## src/include/sec_regs.svh

```systemverilog
`ifndef SEC_REGS_SVH
`define SEC_REGS_SVH

// Register byte offsets on the register port
`define SEC_CMD_OFS 8'h30
`define SEC_DATA_OFS 8'h34
`define SEC_ISTS_OFS 8'h58
`define SEC_IMSK_OFS 8'h5C

// Command register fields
`define SEC_BUSY_BIT 31
`define SEC_OP_HI 30
`define SEC_OP_LO 28
`define SEC_TMO_BIT 10
`define SEC_LOADED_BIT 9
`define SEC_ADDR_HI 8
`define SEC_ADDR_RST 9'h000

// Data register fields
`define SEC_DATA_HI 7
`define SEC_DATA_RST 8'h00

// Interrupt status and mask bits
`define SEC_IRQ_W 3
`define SEC_IRQ_DONE 0
`define SEC_IRQ_TMO 1
`define SEC_IRQ_LOAD 2

// Marker that a programmed memory holds in its first location
`define SEC_SIGNATURE 8'hA5

// Serial frame layout: start bit, two opcode bits, nine address bits, eight data bits
`define SEC_FRAME_W 20
`define SEC_HDR_BITS 5'd12
`define SEC_FULL_BITS 5'd20
`define SEC_RX_BITS 4'd8

// Timing
`define SEC_CLK_MHZ 100
`define SEC_TIMEOUT_MS 30
`define SEC_TIMEOUT_CYC (`SEC_TIMEOUT_MS * 1000 * `SEC_CLK_MHZ)
`define SEC_SK_HALF_NS 500
`define SEC_SK_HALF_CYC ((`SEC_SK_HALF_NS * `SEC_CLK_MHZ + 999) / 1000)
`define SEC_LOAD_BYTES 16

`endif

```

## src/include/sec_pkg.sv

```systemverilog
package sec_pkg;

    // Command field encoding
    typedef enum logic [2:0] {
        CMD_READ = 3'h0,
        CMD_EW_DISABLE = 3'h1,
        CMD_EW_ENABLE = 3'h2,
        CMD_WRITE = 3'h3,
        CMD_WRITE_ALL = 3'h4,
        CMD_ERASE = 3'h5,
        CMD_ERASE_ALL = 3'h6,
        CMD_RELOAD = 3'h7
    } sec_cmd_t;

    // Controller sequencing, one-hot
    typedef enum logic [4:0] {
        ST_IDLE = 5'h01,
        ST_SEND = 5'h02,
        ST_GAP = 5'h04,
        ST_POLL = 5'h08,
        ST_NEXT = 5'h10
    } sec_state_t;

endpackage

```

## src/rtl/sec_ctrl.sv

```systemverilog
// The strobed register port was chosen for this implementation.
`include "sec_regs.svh"

module sec_ctrl #(
    parameter int TIMEOUT_CYC = `SEC_TIMEOUT_CYC, // Clocks before giving up
    parameter int SK_HALF = `SEC_SK_HALF_CYC, // Serial clock half period
    parameter int LOAD_BYTES = `SEC_LOAD_BYTES // Bytes read by a load
) (
    input logic clk, // System clock, 100 MHz
    input logic reset_n, // Synchronous reset, active low
    input logic [7:0] reg_addr, // Register byte address
    input logic [31:0] reg_wdata, // Register write data
    input logic reg_wr, // Register write strobe
    input logic reg_rd, // Register read strobe
    output logic [31:0] reg_rdata, // Read data, cycle after strobe
    output logic mem_cs, // Memory chip select
    output logic mem_sk, // Memory serial clock
    output logic mem_di, // Serial data to the memory
    input logic serial_mem_data_in, // Serial data from the memory
    output logic cfg_load_wr, // Pulse: one loaded configuration byte
    output logic [8:0] cfg_load_addr, // Memory address of that byte
    output logic [7:0] cfg_load_data, // Loaded byte
    output logic irq // Level interrupt
);
    import sec_pkg::*;

    // Serial word for a command: {length, frame}
    function automatic logic [`SEC_FRAME_W+4:0] frame_of(
        input sec_cmd_t op,
        input logic [8:0] a,
        input logic [7:0] d
    );
        logic [`SEC_FRAME_W-1:0] f;
        logic [4:0] n;
        f = '0;
        n = `SEC_HDR_BITS;
        case (op)
            CMD_READ: f = {3'b110, a, 8'h00};
            CMD_EW_DISABLE: f = {3'b100, 9'h000, 8'h00};
            CMD_EW_ENABLE: f = {3'b100, 9'h180, 8'h00};
            CMD_WRITE: begin
                f = {3'b101, a, d};
                n = `SEC_FULL_BITS;
            end
            CMD_WRITE_ALL: begin
                f = {3'b100, 9'h080, d};
                n = `SEC_FULL_BITS;
            end
            CMD_ERASE: f = {3'b111, a, 8'h00};
            CMD_ERASE_ALL: f = {3'b100, 9'h100, 8'h00};
            default: f = {3'b110, a, 8'h00};
        endcase
        return {n, f};
    endfunction

    // Commands that leave the memory busy and are polled for ready
    function automatic logic needs_poll(input sec_cmd_t op);
        return (op == CMD_WRITE) || (op == CMD_WRITE_ALL) ||
               (op == CMD_ERASE) || (op == CMD_ERASE_ALL);
    endfunction

    // Two-flop synchroniser for the memory data pin
    logic din_s1_q, din_s2_q;

    always_ff @(posedge clk) begin
        if (!reset_n) begin
            din_s1_q <= 1'b0;
            din_s2_q <= 1'b0;
        end else begin
            din_s1_q <= serial_mem_data_in;
            din_s2_q <= din_s1_q;
        end
    end

    // Controller state
    sec_state_t state_q, state_d;
    sec_cmd_t op_q, op_d;
    logic [8:0] addr_q, addr_d;
    logic [7:0] data_q, data_d;
    logic busy_q, busy_d;
    logic tmo_q, tmo_d;
    logic loaded_q, loaded_d;
    logic reload_q, reload_d;
    logic [8:0] idx_q, idx_d;
    logic [31:0] tmo_cnt_q, tmo_cnt_d;
    logic [15:0] gap_q, gap_d;
    logic [7:0] byte_q, byte_d;
    logic start_q, start_d;
    logic cs_q, cs_d;
    logic [`SEC_IRQ_W-1:0] ists_q, ists_d;
    logic [`SEC_IRQ_W-1:0] imsk_q, imsk_d;
    logic [31:0] rdata_q, rdata_d;
    logic lwr_q, lwr_d;
    logic [8:0] laddr_q, laddr_d;
    logic [7:0] ldata_q, ldata_d;

    // Frame engine connections
    logic [`SEC_FRAME_W+4:0] word;
    logic sh_done;
    logic [7:0] sh_rx;
    logic wr_cmd, wr_data, wr_ists, wr_imsk;
    logic [`SEC_IRQ_W-1:0] ev;

    // A reload is a read of the current load index
    assign word = reload_q ? frame_of(CMD_READ, idx_q, 8'h00)
                           : frame_of(op_q, addr_q, data_q);

    sec_shift #(
        .SK_HALF(SK_HALF)
    ) u_shift (
        .clk(clk),
        .reset_n(reset_n),
        .start(start_q),
        .frame(word[`SEC_FRAME_W-1:0]),
        .tx_len(word[`SEC_FRAME_W+4:`SEC_FRAME_W]),
        .rx_len((reload_q || op_q == CMD_READ) ? `SEC_RX_BITS : 4'd0),
        .din(din_s2_q),
        .sk(mem_sk),
        .dout(mem_di),
        .done(sh_done),
        .rx_byte(sh_rx)
    );

    // Register write decode
    assign wr_cmd = reg_wr && (reg_addr == `SEC_CMD_OFS);
    assign wr_data = reg_wr && (reg_addr == `SEC_DATA_OFS);
    assign wr_ists = reg_wr && (reg_addr == `SEC_ISTS_OFS);
    assign wr_imsk = reg_wr && (reg_addr == `SEC_IMSK_OFS);

    // Sequencer and software-visible fields
    always_comb begin
        state_d = state_q;
        op_d = op_q;
        addr_d = addr_q;
        data_d = data_q;
        busy_d = busy_q;
        tmo_d = tmo_q;
        loaded_d = loaded_q;
        reload_d = reload_q;
        idx_d = idx_q;
        tmo_cnt_d = tmo_cnt_q;
        gap_d = gap_q;
        byte_d = byte_q;
        start_d = 1'b0;
        lwr_d = 1'b0;
        laddr_d = laddr_q;
        ldata_d = ldata_q;
        ev = '0;

        // Address, opcode and data are frozen while a command runs (the loaded
        // bit can still be cleared), so a late write cannot
        // corrupt the frame being shifted
        if (wr_cmd && !busy_q) begin
            addr_d = reg_wdata[`SEC_ADDR_HI:0];
            op_d = sec_cmd_t'(reg_wdata[`SEC_OP_HI:`SEC_OP_LO]);
            if (reg_wdata[`SEC_BUSY_BIT]) begin
                busy_d = 1'b1;
                reload_d = (reg_wdata[`SEC_OP_HI:`SEC_OP_LO] == 3'h7);
                idx_d = 9'h000;
            end
        end
        if (wr_data && !busy_q) begin
            data_d = reg_wdata[`SEC_DATA_HI:0];
        end
        if (wr_cmd && reg_wdata[`SEC_LOADED_BIT]) begin
            loaded_d = 1'b0;
        end

        // Time-out interval counts system clocks while an operation runs
        if (state_q != ST_IDLE) begin
            tmo_cnt_d = tmo_cnt_q + 32'h1;
        end

        case (state_q)
            ST_IDLE: begin
                if (busy_q) begin
                    start_d = 1'b1;
                    tmo_cnt_d = 32'h0;
                    tmo_d = 1'b0;
                    state_d = ST_SEND;
                end
            end
            ST_SEND: begin
                if (sh_done) begin
                    if (reload_q) begin
                        byte_d = sh_rx;
                        state_d = ST_NEXT;
                    end else if (needs_poll(op_q)) begin
                        gap_d = 16'h0;
                        state_d = ST_GAP;
                    end else begin
                        // Nothing to wait for: done once shifted out
                        if (op_q == CMD_READ) begin
                            data_d = sh_rx;
                        end
                        busy_d = 1'b0;
                        ev[`SEC_IRQ_DONE] = 1'b1;
                        state_d = ST_IDLE;
                    end
                end
            end
            ST_GAP: begin
                // Select low for a serial half period between frames
                gap_d = gap_q + 16'h1;
                if (gap_q == 16'(SK_HALF - 1)) begin
                    state_d = (reload_q) ? ST_IDLE : ST_POLL;
                end
            end
            ST_POLL: begin
                // The synchroniser still shows the released line for two
                // clocks after select rises, so ready is not trusted yet
                gap_d = (gap_q < 16'(SK_HALF + 2)) ? gap_q + 16'h1 : gap_q;
                if (din_s2_q && gap_q == 16'(SK_HALF + 2)) begin
                    // Memory ready, or pin floating high with no memory
                    busy_d = 1'b0;
                    ev[`SEC_IRQ_DONE] = 1'b1;
                    state_d = ST_IDLE;
                end else if (tmo_cnt_q >= 32'(TIMEOUT_CYC - 1)) begin
                    busy_d = 1'b0;
                    tmo_d = 1'b1;
                    ev[`SEC_IRQ_TMO] = 1'b1;
                    state_d = ST_IDLE;
                end
            end
            ST_NEXT: begin
                if (idx_q == 9'h000 && byte_q != `SEC_SIGNATURE) begin
                    // Unprogrammed memory: nothing is written out
                    busy_d = 1'b0;
                    reload_d = 1'b0;
                    ev[`SEC_IRQ_DONE] = 1'b1;
                    state_d = ST_IDLE;
                end else begin
                    if (idx_q != 9'h000) begin
                        lwr_d = 1'b1;
                        laddr_d = idx_q;
                        ldata_d = byte_q;
                    end
                    if (idx_q == 9'(LOAD_BYTES - 1)) begin
                        loaded_d = 1'b1;
                        busy_d = 1'b0;
                        reload_d = 1'b0;
                        ev[`SEC_IRQ_DONE] = 1'b1;
                        ev[`SEC_IRQ_LOAD] = 1'b1;
                        state_d = ST_IDLE;
                    end else begin
                        idx_d = idx_q + 9'h1;
                        gap_d = 16'h0;
                        state_d = ST_GAP;
                    end
                end
            end
            default: begin
                state_d = ST_IDLE;
            end
        endcase

        // Select is high only while a frame or a ready poll is on the wire
        cs_d = (state_d == ST_SEND) || (state_d == ST_POLL);

        // Sticky events: a new event wins over a write-one clear
        ists_d = (ists_q & ~(wr_ists ? reg_wdata[`SEC_IRQ_W-1:0] : '0)) | ev;
        imsk_d = wr_imsk ? reg_wdata[`SEC_IRQ_W-1:0] : imsk_q;
    end

    // Read data is valid only in the cycle after the strobe
    always_comb begin
        rdata_d = 32'h0;
        if (reg_rd) begin
            case (reg_addr)
                `SEC_CMD_OFS: begin
                    rdata_d[`SEC_BUSY_BIT] = busy_q;
                    rdata_d[`SEC_OP_HI:`SEC_OP_LO] = op_q;
                    rdata_d[`SEC_TMO_BIT] = tmo_q;
                    rdata_d[`SEC_LOADED_BIT] = loaded_q;
                    rdata_d[`SEC_ADDR_HI:0] = addr_q;
                end
                `SEC_DATA_OFS: rdata_d[`SEC_DATA_HI:0] = data_q;
                `SEC_ISTS_OFS: rdata_d[`SEC_IRQ_W-1:0] = ists_q;
                `SEC_IMSK_OFS: rdata_d[`SEC_IRQ_W-1:0] = imsk_q;
                default: rdata_d = 32'h0;
            endcase
        end
    end

    // Reset starts busy so the power-up load runs as a reload
    always_ff @(posedge clk) begin
        if (!reset_n) begin
            state_q <= ST_IDLE;
            op_q <= CMD_READ;
            addr_q <= `SEC_ADDR_RST;
            data_q <= `SEC_DATA_RST;
            busy_q <= 1'b1;
            tmo_q <= 1'b0;
            loaded_q <= 1'b0;
            reload_q <= 1'b1;
            idx_q <= 9'h000;
            tmo_cnt_q <= 32'h0;
            gap_q <= 16'h0;
            byte_q <= 8'h00;
            start_q <= 1'b0;
            cs_q <= 1'b0;
            ists_q <= '0;
            imsk_q <= '0;
            rdata_q <= 32'h0;
            lwr_q <= 1'b0;
            laddr_q <= 9'h000;
            ldata_q <= 8'h00;
        end else begin
            state_q <= state_d;
            op_q <= op_d;
            addr_q <= addr_d;
            data_q <= data_d;
            busy_q <= busy_d;
            tmo_q <= tmo_d;
            loaded_q <= loaded_d;
            reload_q <= reload_d;
            idx_q <= idx_d;
            tmo_cnt_q <= tmo_cnt_d;
            gap_q <= gap_d;
            byte_q <= byte_d;
            start_q <= start_d;
            cs_q <= cs_d;
            ists_q <= ists_d;
            imsk_q <= imsk_d;
            rdata_q <= rdata_d;
            lwr_q <= lwr_d;
            laddr_q <= laddr_d;
            ldata_q <= ldata_d;
        end
    end

    assign reg_rdata = rdata_q;
    assign mem_cs = cs_q;
    assign cfg_load_wr = lwr_q;
    assign cfg_load_addr = laddr_q;
    assign cfg_load_data = ldata_q;
    assign irq = |(ists_q & imsk_q);

endmodule

```

## src/rtl/sec_shift.sv

```systemverilog
`include "sec_regs.svh"

module sec_shift #(
    parameter int SK_HALF = `SEC_SK_HALF_CYC // Clocks per serial clock half
) (
    input logic clk, // System clock
    input logic reset_n, // Synchronous reset
    input logic start, // Pulse: begin a frame
    input logic [`SEC_FRAME_W-1:0] frame, // Bits to send, MSB first
    input logic [4:0] tx_len, // Bits to send
    input logic [3:0] rx_len, // Bits to receive after them
    input logic din, // Synchronised memory data output
    output logic sk, // Serial clock to memory
    output logic dout, // Serial data to memory
    output logic done, // Pulse: frame finished
    output logic [7:0] rx_byte // Bits received
);
    import sec_pkg::*;

    logic active_q, active_d;
    logic sk_q, sk_d;
    logic di_q, di_d;
    logic done_q, done_d;
    logic [15:0] div_q, div_d;
    logic [4:0] cnt_q, cnt_d;
    logic [`SEC_FRAME_W-1:0] sh_q, sh_d;
    logic [7:0] rx_q, rx_d;
    logic tick;

    // Divider gives one enable per serial clock half period
    assign tick = active_q && (div_q == 16'(SK_HALF - 1));

    // Data changes while the clock is low; the memory samples on its rise
    always_comb begin
        active_d = active_q;
        sk_d = sk_q;
        di_d = di_q;
        done_d = 1'b0;
        div_d = (active_q && !tick) ? div_q + 16'h0001 : 16'h0000;
        cnt_d = cnt_q;
        sh_d = sh_q;
        rx_d = rx_q;
        if (start && !active_q) begin
            active_d = 1'b1;
            sh_d = frame;
            cnt_d = tx_len + 5'(rx_len);
            di_d = frame[`SEC_FRAME_W-1];
            sk_d = 1'b0;
        end else if (tick) begin
            if (!sk_q) begin
                sk_d = 1'b1;
            end else begin
                // Sample at the end of the high phase, where data is settled
                sk_d = 1'b0;
                if (cnt_q <= 5'(rx_len)) begin
                    rx_d = {rx_q[6:0], din};
                end
                sh_d = {sh_q[`SEC_FRAME_W-2:0], 1'b0};
                di_d = sh_q[`SEC_FRAME_W-2];
                cnt_d = cnt_q - 5'd1;
                if (cnt_q == 5'd1) begin
                    active_d = 1'b0;
                    done_d = 1'b1;
                    di_d = 1'b0;
                end
            end
        end
    end

    always_ff @(posedge clk) begin
        if (!reset_n) begin
            active_q <= 1'b0;
            sk_q <= 1'b0;
            di_q <= 1'b0;
            done_q <= 1'b0;
            div_q <= 16'h0000;
            cnt_q <= 5'h00;
            sh_q <= '0;
            rx_q <= 8'h00;
        end else begin
            active_q <= active_d;
            sk_q <= sk_d;
            di_q <= di_d;
            done_q <= done_d;
            div_q <= div_d;
            cnt_q <= cnt_d;
            sh_q <= sh_d;
            rx_q <= rx_d;
        end
    end

    assign sk = sk_q;
    assign dout = di_q;
    assign done = done_q;
    assign rx_byte = rx_q;

endmodule
```

## config.mk

```make
export PLATFORM = sky130hd
export DESIGN_NAME = sec_ctrl
export DESIGN_NICKNAME = d
export VERILOG_FILES = /design/src/include/sec_pkg.sv /design/src/rtl/sec_ctrl.sv /design/src/rtl/sec_shift.sv
export VERILOG_INCLUDE_DIRS = /design/src /design/src/include
export SDC_FILE = /design/constraint.sdc
export NUM_CORES = 1
export LEC_CHECK = 0
export BUFFER_PORTS_ARGS = -buffer_cell sky130_fd_sc_hd__buf_2
export CAP_MARGIN = 20
export CORE_UTILIZATION = 25
export CTS_CLUSTER_SIZE = 10
export DETAILED_ROUTE_END_ITERATION = 8
export GPL_ROUTABILITY_DRIVEN = 1
export PLACE_DENSITY = 0.47
export REMOVE_ABC_BUFFERS = 1
export SYNTH_ARGS = -nofsm -noshare
export SYNTH_HDL_FRONTEND = slang
export SYNTH_SLANG_ARGS = --single-unit
```

## constraint.sdc

```tcl
create_clock -name clk -period 6.8 [get_ports clk]
set_clock_uncertainty 0.2 [all_clocks]
set_input_delay 0.34 -clock clk [delete_from_list [all_inputs] [get_ports clk]]
set_output_delay 0.34 -clock clk [all_outputs]
set_load 0.01 [all_outputs]
```

# Word level (Yosys, flattened, before mapping)
# Index checks and enable logic that the tools add are counted.
# word_totals
reg_bits	206
latchBits	0
ramBits	0
romBits	0
input_bits	45
out_inout_bits	54
memories	0
# classes
add_sub_neg	6
n_mul	0
div	0
n_lt_le_gt_ge	3
n_eq_ne	34
shifts	0
n_mux	92
bitwise_logic	10
n_reduce_logical	44
# op_table
operator	n
$pmux 19 s6	1
$mux 16	6
$mux 32	3
$pmux 16 s4	1
$mux 19	3
$mux 5	10
$eq 16x6->1 const B	3
$mux 8	6
$mux 9	5
$mux 1	44
$add 16x1->16 const B	2
$add 32x1->32 const B	1
$ge 32x22->1 const B	1
$mux 25	1
$pmux 5 s5	1
$eq 8x6->1 const B	2
$eq 8x7->1 const B	2
$lt 16x6->1 const B	1
$ne 2x2->1 const B	8
$eq 3x3->1 const B	4
$logic_and 1x1->1	12
$mux 3	4
$pmux 3 s4	1
$reduce_and 3->1	4
other kinds (36)	63

# Depth between registers and ports, before layout
# Gate-level depths: netlist of run 1.
# depth
word_depth	10
mapped_depth	10
depth_no_buf	8

# By module
# A second synthesis of run 1 with hierarchy kept.
# hier_totals
hier_cells	1098
area_unflattened_um2	9237.6
# by_module_without_submodules
mod	instances	cells_each	area_each_um2	seq_area_each_um2
sec_ctrl	1	788	6547.5	2742.6
sec_shift	1	310	2690.1	1041.0

# Worst setup path before layout of run 1
# OpenSTA, ideal clock, no wires.
# synth_timing
kind	reg-to-reg
from	register op_q[0]
to	register u_shift.rx_q[0] (netlist: u_shift.rx_byte[0])
arrival_time_ps	2141
required_time_ps	6472
path_slack_ps	4331
path_stages_with_launch	9
period_less_slack_ps	2469
path_cell_list	dfxtp_1 > clkbuf_1 > nor3_1 > or2_2 > ha_1 > a31oi_1 > nor4_4 > mux2i_1 > nor2_1
# synth_via
elab_chain_len	5
# synth_rtl
item	line	text
start, declared	sec_ctrl.sv:77	sec_cmd_t op_q, op_d;
start signal, assigned	sec_ctrl.sv:310	op_q <= op_d;
$logic_not 3->1	sec_ctrl.sv:116	.rx_len((reload_q || op_q == CMD_READ) ? `SEC_RX_BITS : 4'd0),
$logic_or 1x1->1	sec_ctrl.sv:116	
$mux 4	sec_ctrl.sv:116	
$le 5x4->1	sec_shift.sv:55	if (cnt_q <= 5'(rx_len)) begin
$reduce_and 4->1 (no line)	--	
end signal, assigned	sec_shift.sv:88	rx_q <= rx_d;
end, declared	sec_shift.sv:27	logic [7:0] rx_q, rx_d;
# No other way between the ends.
# A chain may end at the register's enable or synchronous reset.

# Worst setup path in the final report of run 1
# layout_timing
from	register u_shift.div_q[0]
to	register u_shift.rx_q[7] (netlist: u_shift.rx_byte[7])
# layout_via
elab_chain_len	3
# layout_rtl
item	line	text
start, declared	sec_shift.sv:24	logic [15:0] div_q, div_d;
start signal, assigned	sec_shift.sv:85	div_q <= div_d;
$eq 16x6->1	sec_shift.sv:31	assign tick = active_q && (div_q == 16'(SK_HALF - 1));
$logic_and 1x1->1	sec_shift.sv:31	
$reduce_and 4->1 (no line)	--	
# No other way between the ends.

==> impl_metrics.tcl, run 1 <==
set metrics [dict create \
    port_buffers 63 \
    cts_buffers 17 \
    rsz0062_at_grt "false" \
    async_flop_share_pct 0 \
    mostFrequentLayoutCells "dfxtp_1, nor2_1, nand2_1, nand3_1, buf_2" \
    dieArea_mm2 0.0361 \
    num_rows 68 \
    cts_tree "built" \
    ant_nets 0 \
    arrival_ps 3190 \
    crit_fanout 14 \
    cp-end-kind "register" \
    post_cts_buffers 0 \
    clk_latency_ps 440 \
    htree_levels 4 \
    seq_area_frac_synth_pct 42.9 \
    grt_max_degree 84 \
    final_core_util_pct 29.4 \
    grt_pass1_vias 6964 \
    status "finished clean" \
    drc_errors 0 \
    antennaDiodeCount 0 \
    fmax_mhz 323 \
    wirelength_mm 22.3 \
    holdWs_ps 33.8 \
    setup_viol 0 \
    grt_usage_pct 12.8 \
    die_h_um 190 \
    top_level_ports 99 \
    wl_per_cell_um 14.6 \
    cp-start-kind "register" \
    clkTransAtPathRegs_ps 80 \
    final_nets 1118 \
    initialDrtViolationCount 453 \
    synth_area_mm2 0.00883 \
    area_growth_pct 15.4 \
    cts_root_buffer "clkbuf_16" \
    coreArea_mm2 0.0346 \
    gp_congestion 0.754 \
    avgSynthCellArea_um2 8.76 \
    antenna_found_initial 1 \
    total_leakage_power_nw 3.53 \
    pre_cts_ws_ps 3680 \
    cp.required_ps 6890 \
    synth_cell_type_count 77 \
    fin_tns_setup_ps 0 \
    post_dp_cell_area_mm2 0.00949 \
    synth.largest_area_cell "dfxtp_1" \
    clock_sinks 189 \
    relSlewSlack_pct 30.0 \
    final_cell_area_mm2 0.0102 \
    dp_hpwl_mm 15.7 \
    initial_core_util_pct 25.5 \
    die_w_um 190 \
    critPathKind "reg2reg" \
    grt_pass1_wl_mm 37.1 \
    report.final.slew_viol_count 0 \
    netlist_instances 1008 \
    viasPerCell 4.76 \
    vias 7257 \
    irDropWorstVdd_mv 0.142 \
    ys_seq_elements 189 \
    period_needed_ps 3100 \
    worst_pin_slew_ps 1050 \
    hp-class "in2reg" \
    synth_warnings 0 \
    drive_above_1_share_pct 12.0 \
    final_common_cell "dfxtp_1" \
    synth_edf_count 0 \
    fin_crit_sh_pct 45.5 \
    p_per_area_mw_per_mm2 220 \
    synth_ff_type "dfxtp_1" \
    max_cap_viol_count 0 \
    synth_area_leaders "dfxtp_1, mux2i_1, nor2_1, nand2_1, nand3_1" \
    synth_top_cell_area_share_pct 42.9 \
    hold_viol_final 0 \
    drt_first_pass_iters 5 \
    clk_path_buf_depth 2 \
    setup_slack_ps 3700 \
    overflow 0 \
]
[cells by family (layout without fill, tap and decap cells)]
group / Yosys count / in the layout / synth area share, %
simple gates: 446 / 446 / 25.8
flops: 189 / 189 / 42.9
compound gates: 173 / 173 / 14.0
buf+inv: 87 / 134 / 4.61
mux: 59 / 59 / 6.76
xor+xnor: 39 / 39 / 3.87
fa+ha+maj: 14 / 14 / 1.98
other cells: 1 / 17 / 0.0425
[state kept, by name, summed over array words and instances, names as in the netlist, 3 cells and up]
name	flops
cfg_load_data	8
u_shift.cnt_q	5
reg_rdata	15
u_shift.div_q	16
data_q	8
tmo_cnt_q	32
cfg_load_addr	9
state_q	5
gap_q	16
byte_q	8
op_q	3
ists_q	3
idx_q	9
u_shift.sh_q	19
addr_q	9
imsk_q	3
u_shift.rx_byte	8
[worst max-delay path, cell delays in order (launching register included)]
cell and delay (ps):
dfxtp_1 400, ha_1 190, nor4b_1 270, and4_1 290, nand3_1 490, nor4_4 790
mux2i_1 260, nor2_1 50
[report_power, final]
part / total [mW] / internal [mW] / switching [mW]
Clock: 0.960 / 0.482 / 0.478
Combinational: 0.133 / 0.0447 / 0.0881
Sequential: 1.14 / 1.13 / 0.0164
[synthesized netlist by cell type, types with 3 or more instances]
cell / instances
dfxtp_1: 189
nor2_1: 140
nand2_1: 90
nand3_1: 65
mux2i_1: 54
a21oi_1: 45
clkbuf_1: 32
a211oi_1: 24
xor2_1: 24
inv_1: 21
and3_1: 20
buf_4: 17
nand4_1: 17
nor3_1: 17
and2_1: 16
o21ai_0: 16
xnor2_1: 15
ha_1: 14
a22oi_1: 13
buf_2: 12
a311oi_1: 11
nor4_1: 11
o31ai_1: 11
or3_1: 10
a221oi_1: 8
o211ai_1: 7
nor2b_1: 6
nor4bb_1: 6
o21a_1: 6
a22o_1: 5
mux2_2: 5
nor3b_1: 5
or2_2: 5
nand2b_1: 4
nand3b_1: 4
a211o_1: 3
a31oi_1: 3
and3b_1: 3
and4_1: 3
buf_1: 3
nor4b_1: 3
o2111ai_1: 3
or4_1: 3
[worst paths after layout]
| kind | end | cells after the start | slack, ps | from |
|---|---|---|---|---|
| setup / recovery | u_shift.rx_byte[7] | 7 | 3700 | u_shift.div_q[0] |
| hold / removal | addr_q[1] | 3 | 30 | reg_wdata[1] |
| setup reg to reg | u_shift.rx_byte[7] | 7 | 3700 | u_shift.div_q[0] |
| hold reg to reg | din_s2_q | 1 | 240 | din_s1_q |
[area by class of cell]
type | instances | area (um^2)
fill | 3680 | 24400
multi-input combinational | 748 | 4700
sequential | 189 | 3780
tap | 455 | 569
timing repair buffer | 81 | 483
clock buffer | 17 | 425
clock inverter | 14 | 135
inverter | 22 | 83.8
[what timing repair did]
action | 4_1_cts | 5_1_grt
hold buffers | 13 | 0
gates resized for setup | 0 | 0
hold endpoints to repair | 15 | 0
[routing by layer]
layer / vias up / GRT usage (%) / wire length [um]
met5: - / 0 / 12
met4: 2 / 4.09 / 373
met3: 21 / 2.79 / 873
met1: 3426 / 17.1 / 11100
li1: 3682 / - / -
met2: 126 / 20.5 / 9950
[stage by stage]
step                std cells  power, mW
finish                   1526       2.24
floorplan                 959       1.25
global placement         1482       1.30
global route             1526       2.33
CTS                      1526       2.27
detailed placement       1482       1.30
(Power assumes the default switching activity.)
==> inputs of run 2 (changes only) <==
==> constraint.sdc (replaced) <==
create_clock -name clk -period 3.02 [get_ports clk]
set_clock_uncertainty 0.2 [all_clocks]
set_input_delay 0.151 -clock clk [delete_from_list [all_inputs] [get_ports clk]]
set_output_delay 0.151 -clock clk [all_outputs]
set_load 0.01 [all_outputs]
==> impl_metrics.tcl, run 2 (synthesis results as in run 1) <==
set metrics [dict create \
    coreArea_mm2 0.0346 \
    wirelength_mm 23.2 \
    cp_cell_sequence "inv_1 -> ha_1 -> or3b_2 -> a21oi_1 -> o211ai_2 -> nand3_4 -> or4_1 -> a21oi_1" \
    clk_path_buf_depth 2 \
    initial_core_util_pct 25.5 \
    fmax_mhz 358 \
    clock_sinks 189 \
    wl_per_cell_um 14.7 \
    hp-class "in2reg" \
    cp_common_cell "a21oi_1" \
    clk_latency_ps 450 \
    power.share.clock_pct 43.9 \
    port_buffers 63 \
    largest_register_ffs 32 \
    sw_frac_of_total_pct 27.0 \
    top_register "tmo_cnt_q" \
    max_cap_viol_count 0 \
    clkTransAtPathRegs_ps 80 \
    final_common_cell "dfxtp_1" \
    p_per_area_mw_per_mm2 488 \
    cts_root_buffer "clkbuf_16" \
    dp_hpwl_mm 16.7 \
    pre_cts_ws_ps 211 \
    drive_above_1_share_pct 14.2 \
    status "finished clean" \
    critPathKind "reg2reg" \
    irDropWorstVdd_mv 0.317 \
    grt_max_degree 48 \
    arrival_ps 2970 \
    multi_input_area_mm2 0.00470 \
    worstRegToRegCells 8 \
    top_regs "tmo_cnt_q: 32 flops, u_shift.sh_q: 19 flops" \
    fin_total_pwr_mw 5.16 \
    mostFrequentLayoutCells "dfxtp_1, nor2_1, nand2_1, nand3_1, buf_2" \
    grt_usage_pct 13.2 \
    final_nets 1161 \
    fillCellCount 3639 \
    ant_nets 0 \
    rsz0062_at_grt "false" \
    post_cts_buffers 0 \
    total_leakage_power_nw 3.75 \
    die_h_um 190 \
    cp.required_ps 3200 \
    fin_crit_sh_pct 92.4 \
    setup_viol 0 \
    slowest_delay_ps 550 \
    switching_power_mw 1.39 \
    pwr-share-comb_pct 6.1 \
    antenna_found_initial 1 \
    period_needed_ps 2790 \
    dieArea_mm2 0.0361 \
    whs_path_depth 5 \
    crit_fanout 10 \
    die_w_um 190 \
    worst_pin_slew_ps 721 \
    grt_pass1_vias 6965 \
    cp-start-kind "register" \
    viasPerCell 4.74 \
    crit_slowest_cell "or4_1" \
    setup_slack_ps 230 \
    p_int_mw 3.77 \
    cts_buffers 17 \
    grt_pass1_wl_mm 37.8 \
    ff_latch_area_mm2 0.00378 \
    relSlewSlack_pct 51.5 \
    report.final.slew_viol_count 0 \
    p_seq_share_pct 50.0 \
    vias 7446 \
    top_level_ports 99 \
    area_growth_pct 19.9 \
    cp-end-kind "register" \
    hold_viol_final 0 \
    overflow 0 \
    num_rows 68 \
    gp_congestion 0.790 \
    htree_levels 4 \
    drt_first_pass_iters 5 \
    initialDrtViolationCount 381 \
    cts_tree "built" \
    drc_errors 0 \
]
[run 2: cell types whose count changed in the layout (fill, tap and decap cells not counted)]
cell           delta
dlygate4sd3_1    +14
diode_2           +1
clkinvlp_4        -1
inv_6             +1
clkinv_2          -1
clkinv_4          -1
buf_4            +29
clkinv_8          +3
[run 2: worst paths after layout]
kind / startpoint / to / slack (ps)
worst max-delay path: idx_q[0] / gap_q[12] / 230
worst min-delay path: reg_addr[2] / ists_q[0] / 60
worst max register to register: idx_q[0] / gap_q[12] / 230
worst min register to register: din_s1_q / din_s2_q / 240
[run 2: metrics by stage]
step | setup TNS, ps | utilization (%) | cell area [um^2] | instances | hold slack, ps
after CTS | 0 | 30.5 | 10600 | 1570 | 44.1
after detailed placement | 0 | 28.0 | 9710 | 1511 | 176
after global placement | 0 | 28.0 | 9710 | 1511 | 174
final | 0 | 30.6 | 10600 | 1571 | 61.9
after global routing | 0 | 30.6 | 10600 | 1571 | 100
after floorplan | -341 | - | 8560 | 959 | 12.9
[run 2: layout make-up]
class                      instances  share of cell area [%]
clock buffer                      17                    4.02
antenna                            1                  0.0236
clock inverter                    15                    1.62
tap                              455                    5.38
sequential                       189                    35.8
multi-input combinational        748                    44.5
inverter                          22                   0.792
timing repair buffer             124                    7.95
[run 2: repair_timing]
action	4_1_cts	5_1_grt
hold endpoints to repair	40	0
gates resized for setup	0	0
hold buffers	27	0
[run 2: power by group through the flow]
stage | clock [mW] | combinational [mW] | sequential (mW)
after CTS | 2.33 | 0.318 | 2.58
after global placement | 0 | 0.297 | 2.64
after detailed placement | 0 | 0.298 | 2.64
final | 2.27 | 0.315 | 2.58
after floorplan | 0 | 0.186 | 2.63
after global routing | 2.45 | 0.355 | 2.58
[run 2: per-layer routing]
metal | vias up | share of wire, % | GRT usage [%]
met3 | 22 | 3.4 | 2.71
met2 | 120 | 45 | 20.3
met5 | - | 0 | 0
met4 | 0 | 1.6 | 4.16
li1 | 3782 | - | -
met1 | 3522 | 50 | 18.3
[run 2: worst max-delay path, delay by kind of cell, from the launching register on]
| family | cells | cell delay (ps) |
|---|---|---|
| AO/OA/AOI/OAI | 3 | 770 |
| adder cells (fa/ha/maj) | 1 | 190 |
| buffers and inverters | 1 | 90 |
| flip-flops | 1 | 450 |
| AND/OR/NAND/NOR | 3 | 1000 |
==> inputs of run 3 (changes only) <==
--- a/config.mk
+++ b/config.mk
@@ -13,6 +13,7 @@
 export DETAILED_ROUTE_END_ITERATION = 8
 export GPL_ROUTABILITY_DRIVEN = 1
 export PLACE_DENSITY = 0.47
+export RECOVER_POWER = 100
 export REMOVE_ABC_BUFFERS = 1
 export SYNTH_ARGS = -nofsm -noshare
 export SYNTH_HDL_FRONTEND = slang
==> impl_metrics.tcl, run 3 (synthesis results as in run 1) <==
set metrics [dict create \
    setup_viol 0 \
    finalNonFillerCells 1571 \
    grt_pass1_wl_mm 37.8 \
    pre_cts_ws_ps 211 \
    crit_fanout 10 \
    vias 7416 \
    grt_max_degree 48 \
    clk_path_buf_depth 2 \
    irDropWorstVdd_mv 0.318 \
    num_rows 68 \
    period_needed_ps 2800 \
    wirelength_mm 23.2 \
    fin_tns_setup_ps 0 \
    crit_slowest_cell "or4_1" \
    switching_power_mw 1.38 \
    final_cell_area_mm2 0.0104 \
    p_seq_share_pct 50.1 \
    die_w_um 190 \
    largest_register_ffs 32 \
    cts_root_buffer "clkbuf_16" \
    post_cts_buffers 0 \
    clkTransAtPathRegs_ps 80 \
    coreArea_mm2 0.0346 \
    die_h_um 190 \
    dp_hpwl_mm 16.7 \
    grt_usage_pct 13.2 \
    slowest_delay_ps 550 \
    cp_common_cell "a21oi_1" \
    viasPerCell 4.72 \
    initialDrtViolationCount 431 \
    fillCellCount 3668 \
    status "finished clean" \
    post_dp_cell_area_mm2 0.00971 \
    total_leakage_power_nw 3.52 \
    power.share.clock_pct 44.0 \
    hp-class "in2reg" \
    htree_levels 4 \
    antenna_found_initial 1 \
    mostFrequentLayoutCells "dfxtp_1, nor2_1, nand2_1, nand3_1, mux2i_1" \
    final_common_cell "dfxtp_1" \
    initial_core_util_pct 25.5 \
    top_regs "tmo_cnt_q: 32 flops, u_shift.sh_q: 19 flops" \
    overflow 0 \
    ant_nets 0 \
    clock_sinks 189 \
    sw_frac_of_total_pct 26.9 \
    setup_slack_ps 216 \
    p_per_area_mw_per_mm2 493 \
    cts_resized 0 \
    r2r_slack_ps 220 \
    cp.required_ps 3190 \
    drt_first_pass_iters 4 \
    ff_latch_area_mm2 0.00378 \
    fin_crit_sh_pct 92.9 \
    wl_per_cell_um 14.8 \
    clk_latency_ps 450 \
    final_core_util_pct 30.2 \
    gp_congestion 0.790 \
    cp-end-kind "register" \
    port_buffers 63 \
    hold_viol_final 0 \
    rsz0062_at_grt "false" \
    relSlewSlack_pct 34.3 \
    area_growth_pct 18.3 \
    hold_buffers 27 \
    multi_input_area_mm2 0.00465 \
    top_register "tmo_cnt_q" \
    report.final.slew_viol_count 0 \
    cts_tree "built" \
    cts_buffers 17 \
    drc_errors 0 \
    fmax_mhz 357 \
    worst_pin_slew_ps 972 \
    grt_pass1_vias 6965 \
    dieArea_mm2 0.0361 \
    arrival_ps 2970 \
    pwr-share-comb_pct 5.9 \
    critPathKind "reg2reg" \
    dp.cells 1511 \
    p_int_mw 3.76 \
    drive_above_1_share_pct 9.51 \
    max_cap_viol_count 0 \
    top_level_ports 99 \
    cp-start-kind "register" \
    final_nets 1161 \
    cp_cell_sequence "inv_1 -> ha_1 -> or3b_2 -> a21oi_1 -> o211ai_2 -> nand3_4 -> or4_1 -> a21oi_1" \
]
## run 3: metrics by stage
step / total power [mW] / hold slack, ps
2_1_floorplan: 2.81 / 12.9
3_3_place_gp: 2.93 / 174
3_5_place_dp: 2.93 / 176
4_1_cts: 5.23 / 44.1
5_1_grt: 5.37 / 78.5
6_report: 5.15 / 33.8
## run 3: metal layers
| metal | track usage, % | share of wire, % | routed length (um) |
|---|---|---|---|
| met2 | 20.3 | 45 | 10400 |
| met1 | 18.3 | 50 | 11700 |
| met4 | 4.16 | 1.6 | 362 |
| met5 | 0 | 0 | 0 |
| met3 | 2.71 | 3.2 | 735 |
## run 3: power groups by stage
stage                     Sequential (mW)  Combinational (mW)  Clock (mW)
after floorplan                      2.63               0.186           0
after global placement               2.64               0.297           0
after detailed placement             2.64               0.298           0
after CTS                            2.58               0.318        2.33
after global routing                 2.58               0.346        2.45
final                                2.58               0.306        2.26
## run 3: cell type report
type | instances | share of cell area [%]
Inverter | 22 | 0.803
Antenna cell | 1 | 0.0240
Timing Repair Buffer | 124 | 7.25
Multi-Input combinational cell | 748 | 44.5
Sequential cell | 189 | 36.2
Clock inverter | 15 | 1.64
Tap cell | 455 | 5.45
Clock buffer | 17 | 4.07
## run 3: final timing paths
check	from	to	depth (start not counted)
worst max register to register	idx_q[0]	gap_q[12]	8
worst min-delay path	reg_addr[2]	ists_q[0]	5
worst min register to register	din_s1_q	din_s2_q	1
worst max-delay path	idx_q[0]	gap_q[12]	8
## run 3: critical path, delay by kind of cell (launching register included)
| family | cells | cell delay, ps |
|---|---|---|
| buf+inv | 1 | 90 |
| simple gates | 3 | 1000 |
| flops | 1 | 450 |
| compound gates | 3 | 780 |
| fa+ha+maj | 1 | 190 |
